## src/pin_edge_sync.sv

```systemverilog
// shared constants and the pin synchroniser with bus condition detection
`timescale 1ns/1ps

package eeprom_pkg;
  // -------------------------------------------------------------------
  // timing
  // -------------------------------------------------------------------
  localparam int CLK_MHZ = 200;                   // ref_clk rate
  localparam int TWC_MS = 5;                      // internal write cycle time
  localparam int TWC_CYCLES = TWC_MS * 1000 * CLK_MHZ;
  localparam int BUSY_W = 20;                     // busy counter width
  // -------------------------------------------------------------------
  // control byte codes and bit slots
  // -------------------------------------------------------------------
  localparam logic [3:0] CODE_ARRAY = 4'hA;       // normal array access
  localparam logic [3:0] CODE_FUSE_SET = 4'h6;    // protect register write
  localparam logic [3:0] CODE_FUSE_CLEAR = 4'h9;  // protect_fuse_clear_command
  localparam logic [3:0] LAST_BIT = 4'h7;         // eighth data bit
  localparam logic [3:0] ACK_SLOT = 4'h8;         // ninth clock
  localparam logic [7:0] PTR_RESET = 8'h00;       // pointer after reset
  localparam int DEPTH = 256;                     // array bytes
  // -------------------------------------------------------------------
  // link states
  // -------------------------------------------------------------------
  typedef enum logic [2:0] {
    st_idle, st_ctrl, st_addr, st_wdata, st_read, st_absorb, st_ignore
  } link_state_t;
endpackage : eeprom_pkg

module pin_edge_sync import eeprom_pkg::*; #(
  parameter int SIDE_W = 6
) (
  // clock and reset
  input wire logic ref_clk,
  input wire logic srst,
  // raw pins
  input wire logic scl_pin,
  input wire logic sda_pin,
  input wire logic [SIDE_W-1:0] side_pins,
  // conditioned outputs
  output logic scl_rise,
  output logic scl_fall,
  output logic start_seen,
  output logic stop_seen,
  output logic sda_level,
  output logic [SIDE_W-1:0] side_level
);
  logic scl_meta, scl_s, scl_d;               // two stages plus history
  logic sda_meta, sda_s, sda_d;
  logic [SIDE_W-1:0] side_meta, side_s;
  // first stages only feed second stages; edges come from later stages
  always_ff @(posedge ref_clk) begin
    if (srst) begin
      scl_meta <= 1'b1;
      scl_s <= 1'b1;
      scl_d <= 1'b1;
      sda_meta <= 1'b1;
      sda_s <= 1'b1;
      sda_d <= 1'b1;
      side_meta <= '0;
      side_s <= '0;
    end else begin
      scl_meta <= scl_pin;
      scl_s <= scl_meta;
      scl_d <= scl_s;
      sda_meta <= sda_pin;
      sda_s <= sda_meta;
      sda_d <= sda_s;
      side_meta <= side_pins;
      side_s <= side_meta;
    end
  end
  // edge and condition decode
  always_comb begin
    scl_rise = scl_s & ~scl_d;
    scl_fall = ~scl_s & scl_d;
    start_seen = scl_s & scl_d & sda_d & ~sda_s;   // data falls, clock high
    stop_seen = scl_s & scl_d & ~sda_d & sda_s;    // data rises, clock high
    sda_level = sda_s;
    side_level = side_s;
  end
endmodule : pin_edge_sync

```

## src/serial_eeprom_read_and_protect.sv

```systemverilog
// two-wire eeprom slave: read paths, write protection and fuse clear
//
// What this block does
// - fuse clear prefix works only with elevated protect
// - protect pin high blocks every array write
// - protect pin high refuses setting protect register
// - protect pin low: register gates lower half
// - upper half guarded only by protect pin
// - pointer holds last accessed location plus one
// - current read: ack, one byte, release on nack
// - repeated start aborts write, keeps loaded pointer
// - master ack requests next sequential byte
// - pointer advances after every byte operation
// - sequential read never crosses into other devices
// - low supply inhibits erase and write logic
// - respond only when chip select bits match
// - data line driven low or released only
// - data changes only while clock is low
// - control byte: code, chip select, direction
// - set protect register: protect code not acknowledged
// - protected writes acknowledged, array left unchanged
// - no acknowledge during internal programming cycle
`timescale 1ns/1ps

module serial_eeprom_read_and_protect import eeprom_pkg::*; #(
  parameter int unsigned TWC_COUNT = TWC_CYCLES
) (
  // clock and reset
  input wire logic ref_clk,
  input wire logic srst,
  // two-wire bus, data line as three signals
  input wire logic scl_in,
  input wire logic sda_in,
  output logic sda_out,
  output logic sda_oe,
  // straps and analogue detectors
  input wire logic chip_select_bit0,
  input wire logic chip_select_bit1,
  input wire logic chip_select_bit2,
  input wire logic protect_pin,
  input wire logic protect_pin_elevated,
  input wire logic supply_low,
  // status
  output logic sw_protect,
  output logic write_busy
);
  // -------------------------------------------------------------------
  // elaboration check
  // -------------------------------------------------------------------
  if (TWC_COUNT < 1 || TWC_COUNT >= (1 << BUSY_W)) begin : g_bad_twc
    $error("TWC_COUNT does not fit the busy counter");
  end

  // -------------------------------------------------------------------
  // pin conditioning
  // -------------------------------------------------------------------
  logic scl_rise, scl_fall, start_seen, stop_seen, sda_level;
  logic [5:0] side_level;                        // cs2..0, prot, hv, low
  logic [2:0] cs;                                // strapped chip select
  logic prot_s, elevated_s, low_s;

  pin_edge_sync #(.SIDE_W(6)) u_sync (
    .ref_clk(ref_clk),
    .srst(srst),
    .scl_pin(scl_in),
    .sda_pin(sda_in),
    .side_pins({chip_select_bit2, chip_select_bit1, chip_select_bit0,
                protect_pin, protect_pin_elevated, supply_low}),
    .scl_rise(scl_rise),
    .scl_fall(scl_fall),
    .start_seen(start_seen),
    .stop_seen(stop_seen),
    .sda_level(sda_level),
    .side_level(side_level)
  );

  assign cs = side_level[5:3];
  assign prot_s = side_level[2];
  assign elevated_s = side_level[1];
  assign low_s = side_level[0];

  // -------------------------------------------------------------------
  // state
  // -------------------------------------------------------------------
  link_state_t state, next_state;
  logic [3:0] bit_cnt, next_bit_cnt;             // 0..7 data, 8 ack slot, 15 after start
  logic [7:0] shreg, next_shreg;                 // received byte
  logic [7:0] ptr, next_ptr;                     // address pointer
  logic [7:0] rd_byte, next_rd_byte;             // outgoing byte, msb first
  logic ack_flag, next_ack_flag;                 // master asked for more
  logic [7:0] wr_addr, next_wr_addr;             // pending write target
  logic [7:0] wr_data, next_wr_data;
  logic wr_valid, next_wr_valid;
  logic set_armed, next_set_armed;               // protect set pending
  logic clear_armed, next_clear_armed;           // fuse clear pending
  logic next_sw_protect, next_sda_oe, next_write_busy;
  logic [BUSY_W-1:0] busy_cnt, next_busy_cnt;
  logic mem_we;
  logic [7:0] mem [DEPTH];                       // the array itself

  // lower half follows the register, upper half only the pin
  function automatic logic write_blocked(input logic [7:0] a, input logic p,
                                         input logic sw);
    write_blocked = p | (~a[7] & sw);
  endfunction : write_blocked

  // -------------------------------------------------------------------
  // next-state logic
  // -------------------------------------------------------------------
  always_comb begin
    next_state = state;
    next_bit_cnt = bit_cnt;
    next_shreg = shreg;
    next_ptr = ptr;
    next_rd_byte = rd_byte;
    next_ack_flag = ack_flag;
    next_wr_addr = wr_addr;
    next_wr_data = wr_data;
    next_wr_valid = wr_valid;
    next_set_armed = set_armed;
    next_clear_armed = clear_armed;
    next_sw_protect = sw_protect;
    next_sda_oe = sda_oe;
    next_busy_cnt = busy_cnt;
    mem_we = 1'b0;
    // write cycle timer runs regardless of bus traffic
    if (busy_cnt != '0) begin
      next_busy_cnt = busy_cnt - BUSY_W'(1);
    end
    if (start_seen) begin
      // repeated start drops a pending write but keeps the pointer
      next_state = st_ctrl;
      // all ones: the clock fall that closes the start steps this to 0,
      // so that fall is not mistaken for the end of a data bit
      next_bit_cnt = '1;
      next_sda_oe = 1'b0;
      next_wr_valid = 1'b0;
      next_set_armed = 1'b0;
      next_clear_armed = 1'b0;
    end else if (stop_seen) begin
      next_state = st_idle;
      next_sda_oe = 1'b0;
      if (wr_valid || set_armed || clear_armed) begin
        // cycle time holds even if nothing is written
        next_busy_cnt = BUSY_W'(TWC_COUNT);
        if (!low_s) begin
          mem_we = wr_valid && !write_blocked(wr_addr, prot_s, sw_protect);
          if (set_armed && !prot_s) begin
            next_sw_protect = 1'b1;
          end
          if (clear_armed && elevated_s) begin
            next_sw_protect = 1'b0;
          end
        end
      end
      next_wr_valid = 1'b0;
      next_set_armed = 1'b0;
      next_clear_armed = 1'b0;
    end else if (scl_rise && state != st_idle && state != st_ignore) begin
      if (bit_cnt == ACK_SLOT) begin
        // sample master ack after a sent byte
        if (state == st_read) begin
          next_ack_flag = ~sda_level;
        end
      end else begin
        next_shreg = {shreg[6:0], sda_level};
      end
    end else if (scl_fall && state != st_idle && state != st_ignore) begin
      // every drive change sits on a falling clock edge
      if (bit_cnt == LAST_BIT) begin
        next_bit_cnt = ACK_SLOT;
        next_sda_oe = 1'b0;
        case (state)
          st_ctrl: begin
            // code, chip select, direction
            if (busy_cnt != '0 || shreg[3:1] != cs) begin
              next_state = st_ignore;
            end else if (shreg[7:4] == CODE_ARRAY) begin
              next_sda_oe = 1'b1;
              next_ack_flag = 1'b1;
              next_state = shreg[0] ? st_read : st_addr;
            end else if (shreg[7:4] == CODE_FUSE_SET && !shreg[0] &&
                         (!sw_protect || clear_armed)) begin
              next_sda_oe = 1'b1;
              next_set_armed = ~clear_armed;
              next_state = st_absorb;
            end else if (shreg[7:4] == CODE_FUSE_CLEAR && !shreg[0] &&
                         elevated_s) begin
              next_sda_oe = 1'b1;
              next_clear_armed = 1'b1;
            end else begin
              next_state = st_ignore;
            end
          end
          st_addr: begin
            next_ptr = shreg;
            next_sda_oe = 1'b1;
            next_state = st_wdata;
          end
          st_wdata: begin
            // acked even when protected; gating applies at stop
            next_wr_addr = ptr;
            next_wr_data = shreg;
            next_wr_valid = 1'b1;
            next_ptr = ptr + 8'h01;
            next_sda_oe = 1'b1;
          end
          st_absorb: begin
            next_sda_oe = 1'b1;
          end
          st_read: begin
            // release for master ack, then step with wrap
            next_ptr = ptr + 8'h01;
            next_ack_flag = 1'b0;
          end
          default: begin
            next_state = st_ignore;
          end
        endcase
      end else if (bit_cnt == ACK_SLOT) begin
        next_bit_cnt = '0;
        next_sda_oe = 1'b0;
        if (state == st_read) begin
          if (ack_flag) begin
            next_rd_byte = mem[ptr];
            next_sda_oe = ~mem[ptr][7];
          end else begin
            next_state = st_ignore;
          end
        end
      end else begin
        next_bit_cnt = bit_cnt + 4'h1;
        if (state == st_read) begin
          next_rd_byte = {rd_byte[6:0], 1'b0};
          next_sda_oe = ~rd_byte[6];
        end
      end
    end
    next_write_busy = (next_busy_cnt != '0);
  end

  // -------------------------------------------------------------------
  // registers
  // -------------------------------------------------------------------
  always_ff @(posedge ref_clk) begin
    if (srst) begin
      state <= st_idle;
      bit_cnt <= '0;
      shreg <= '0;
      ptr <= PTR_RESET;
      rd_byte <= '0;
      ack_flag <= 1'b0;
      wr_addr <= '0;
      wr_data <= '0;
      wr_valid <= 1'b0;
      set_armed <= 1'b0;
      clear_armed <= 1'b0;
      sw_protect <= 1'b0;
      sda_oe <= 1'b0;
      sda_out <= 1'b0;
      busy_cnt <= '0;
      write_busy <= 1'b0;
    end else begin
      state <= next_state;
      bit_cnt <= next_bit_cnt;
      shreg <= next_shreg;
      ptr <= next_ptr;
      rd_byte <= next_rd_byte;
      ack_flag <= next_ack_flag;
      wr_addr <= next_wr_addr;
      wr_data <= next_wr_data;
      wr_valid <= next_wr_valid;
      set_armed <= next_set_armed;
      clear_armed <= next_clear_armed;
      sw_protect <= next_sw_protect;
      sda_oe <= next_sda_oe;
      sda_out <= 1'b0;                           // open drain, never high
      busy_cnt <= next_busy_cnt;
      write_busy <= next_write_busy;
    end
  end

  // array write port, no reset: contents are non-volatile
  always_ff @(posedge ref_clk) begin
    if (mem_we) begin
      mem[wr_addr] <= wr_data;
    end
  end

  logic ctrl_end;
  assign ctrl_end = scl_fall && state == st_ctrl && bit_cnt == LAST_BIT && !start_seen
                    && !stop_seen;
endmodule : serial_eeprom_read_and_protect

```

## config.mk

```make
export PLATFORM = sky130hd
export DESIGN_NAME = serial_eeprom_read_and_protect
export DESIGN_NICKNAME = d
export VERILOG_FILES = /design/src/pin_edge_sync.sv /design/src/serial_eeprom_read_and_protect.sv
export SDC_FILE = /design/constraint.sdc
export NUM_CORES = 2
export LEC_CHECK = 0
export ABC_CLOCK_PERIOD_IN_PS = 12600
export BUFFER_PORTS_ARGS = -buffer_cell sky130_fd_sc_hd__buf_2
export CAP_MARGIN = 20
export CORE_ASPECT_RATIO = 1.75
export CORE_MARGIN = 2
export CORE_UTILIZATION = 60
export DETAILED_ROUTE_END_ITERATION = 12
export PLACE_DENSITY = 0.76
export REMOVE_ABC_BUFFERS = 1
export SYNTH_ARGS = -nofsm -noshare
export SYNTH_HDL_FRONTEND = slang
export SYNTH_SLANG_ARGS = --single-unit
```

## constraint.sdc

```tcl
create_clock -name ref_clk -period 12.6 [get_ports ref_clk]
set_clock_uncertainty 0.05 [all_clocks]
set_input_delay 3.15 -clock ref_clk [delete_from_list [all_inputs] [get_ports ref_clk]]
set_output_delay 3.15 -clock ref_clk [all_outputs]
set_load 0.01 [all_outputs]
```

==> flow_summary_export.csv <==
group,metric,value,unit
drt,wl_met2,109000,microns
setup_path,path_cells,"buf_12 -> buf_4 -> buf_4 -> mux4_2 -> mux2i_1 -> mux2_2 -> o22ai_1 -> o211ai_1 -> nor3b_1 -> o31ai_2",
pwr,seq_power_share,57.6,%
pwr,p_per_area,147,nW/um^2
drt,first_pass_iters,9,
floorplanning,die_x,287,microns
pwr,peakVddDrop,0.127,mV
placed_design,dpl.hpwl,127000,microns
clock_network,postCtsResizedCells,0,
run_status,violations,"max-slew violations",
grt,grt_max_degree,258,
final_layout,syn_to_final_growth,8.79,%
clock_network,cts_setup_buffers,0,
synth,netlist_area,84200,sq um
synth,synth.top_cell.area_share,73.0,%
grt,grt_pass1_vias,42800,
drt,dr_wl_met3,19500,microns
final_layout,final_net_count,4181,
drt,drt-wirelength-per-cell,34.5,microns
synth,yosys_warnings,0,
final_layout,finish.utilization,65.8,%
clock_network,cts.sinks,2147,
setup_path,timing.rr.end,"rd_byte[5]$_SDFFE_PP0P_",
timing,fmax,189,MHz
setup_path,rrSetupSlack,7310,ps
setup_path,reg2reg_depth,10,
synth,synth_edf_count,2048,
floorplanning,num_rows,181,
synth,synth_area_leaders,"edfxtp_1 73%, mux4_2 15%, dfxtp_1 2.4%",
pwr,finalPower,0.0134,W
worst_hold_path,hold_depth,1,
synth,synth_cell_types,93,
synth,synthFlopType,"edfxtp_1",
timing,finalHoldViolations,0,
placed_design,io_buffers,12,
run_status,status,"finished, violations left",
setup_path,cp.required,13220,ps
floorplanning,die_h,500,microns
grt,grt_pass1_wl,304000,microns
drt,wl,212000,microns
floorplanning,floorplan.io_pins,14,
worst_hold_path,worstHoldEndpoint,"u_sync.scl_s$_SDFF_PP1_",
pwr,p_int,0.0107,W
timing,worst_slack,7310,ps
final_layout,drive_gt1_share,22.2,%
drt,vias_per_cell,6.85,
clock_network,htreeDepth,4,
timing,min_period,5290,ps
grt,antenna_found_initial,4,
setup_path,worst_path_max_delay_cell,"dfxtp_4",
grt,overflow,0,
drt,drtAntennaViolNets,0,
synth,ys_ff_latch,2147,
final_layout,final_common_cell,"edfxtp_1",
pwr,switchingPower,0.00269,W
floorplanning,core_region_area,139000,sq um
clock_network,clkTransAtPathRegs,70,ps
clock_network,cts_tree,"built",
clock_network,insertion_delay,820,ps
floorplanning,die_area,144000,sq um
drt,first_iter_violations,5290,
pwr,combPwrFrac,2.0,%
synth,synth_async_sr_flop_share,0,%
setup_path,crit_type,"register to register",
timing,post-route-period-util,41.9,%
pwr,swShare,20.0,%
clock_network,ctsHoldBuffers,0,
timing,slew_viol_final,16,
synth,syn_inst,4127,
final_layout,final_cell_mix,"2048 x edfxtp_1, 553 x mux4_2, 356 x nor2_1",
setup_path,crit_top_cell,"buf_4",
drt,drc,0,
pwr,p_leak,28.0,nW
synth,ys_seq_area_share,75.4,%
timing,slew_headroom,-0.315,%
drt,drt-met1-wl,67000,microns
grt,grt_usage,30.0,%
setup_path,cpPeakStageDelay,810,ps
timing,finalSetupViolCount,0,
synth,synth_area_per_cell,20.4,sq um
setup_path,cp-start-kind,"register",
floorplanning,start_util,60.5,%
clock_network,cts_buffers,177,
placed_design,pre_cts_slack,7400,ps
timing,rsz0062_at_grt,"false",
run,maxCapViolations,0,
timing,worst_pin_slew,1500,ps
pwr,clkPwrFrac,40.4,%
setup_path,crit_fanout,97,
drt,num_vias,42000,
placed_design,place.gp.congestion,0.933,
clock_network,clock-root-buffer,"clkbuf_16",
clock_network,clock_path_buffers,3,
drt,highest_layer,"met5",
setup_path,end_kind,"register",
synth,synth_top_cell_by_area,"edfxtp_1",
worst_hold_path,min-delay-start,"u_sync.scl_meta$_SDFF_PP1_",
worst_hold_path,hp-class,"register to register",
setup_path,critPathArrivalTime,5910,ps
flip-flops by register name, summed over array words and instances, names as in the netlist, 3 cells and up, named ones only:
| register | flops |
|---|---|
| bit_cnt | 4 |
| busy_cnt | 20 |
| mem | 2048 |
| ptr | 8 |
| rd_byte | 7 |
| shreg | 8 |
| state | 3 |
| u_sync.side_level | 6 |
| u_sync.side_meta | 6 |
| wr_addr | 8 |
| wr_data | 8 |
cell type report:
cell class                 count  area, sq um
timing repair buffer          89          875
clock buffer                 226         4770
inverter                      17         68.8
sequential                  2147        63500
tap                         1830         2290
fill                        8715        47600
multi-input combinational   1735        19200
antenna                        2         5.00
clock inverter                94          855
synthesized netlist by cell type, types with 15 or more instances:
cell type  count
a211oi_1      16
a21oi_1       61
a22oi_1       15
a311oi_1      15
and3_1        22
buf_2         53
buf_4         26
buf_6         26
clkbuf_1      98
dfxtp_1       99
edfxtp_1    2048
mux2i_1      108
mux4_2       553
nand2_1      197
nand2b_1      16
nand3_1       37
nor2_1       356
nor2b_1       30
nor3_1        23
o21ai_0       44
o221ai_1      20
o22ai_1       33
power by group through the flow:
stage | clock network [W] | registers [W] | logic [W]
5_1_grt | 0.00570 | 0.00774 | 0.000292
3_3_place_gp | 0 | 0.00789 | 0.000264
6_report | 0.00543 | 0.00774 | 0.000267
3_5_place_dp | 0 | 0.00789 | 0.000265
2_1_floorplan | 0 | 0.00789 | 0.000202
4_1_cts | 0.00546 | 0.00774 | 0.000268
critical path, delay by kind of cell (launching register included):
family,cells,cell delay (ps)
buffers and inverters,3,2020
DFF,1,810
and+or+nand+nor,1,300
muxes,3,1120
AOI/OAI and AO/OA,3,720
worst max-delay path by stage:
stage                     cells past startpoint                 endpoint      from  slack [ps]
after global routing                          8  rd_byte[6]$_SDFFE_PP0P_  register        7240
after CTS                                    10  rd_byte[4]$_SDFFE_PP0P_  register        7380
final                                        10  rd_byte[5]$_SDFFE_PP0P_  register        7310
after floorplan                               7  rd_byte[5]$_SDFFE_PP0P_  register      -11140
after detailed placement                     10  rd_byte[5]$_SDFFE_PP0P_  register        7400
after global placement                        5  rd_byte[6]$_SDFFE_PP0P_      srst        7430
per-stage QoR:
stage | hold slack [ps] | instance area (sq um) | std cells | setup TNS (ps)
finish | 365 | 91600 | 6140 | 0
global route | 383 | 91600 | 6139 | 0
CTS | 365 | 91500 | 6132 | 0
detailed placement | 346 | 85900 | 5812 | 0
global placement | 351 | 85800 | 5808 | 0
floorplan | 339 | 82800 | 3899 | -86750
layer usage:
layer / GRT usage (%) / vias to the layer above
met3: 5.79 / 640
met4: 19.1 / 6
met5: 0 / -
met1: 35.2 / 21800
li1: - / 17000
met2: 50.9 / 2576
kinds of logic (layout without fill, tap and decap cells):
logic type	count (synthesis)	in the layout	synth area share [%]
xor+xnor	15	15	0.156
simple gates	757	757	4.02
other cells	1	3	0.00445
fa+ha+maj	4	4	0.0594
mux	668	668	16.2
buf+inv	245	426	1.82
flops	2147	2147	75.4
compound gates	290	290	2.41
Power figures use the tool's default switching activity.
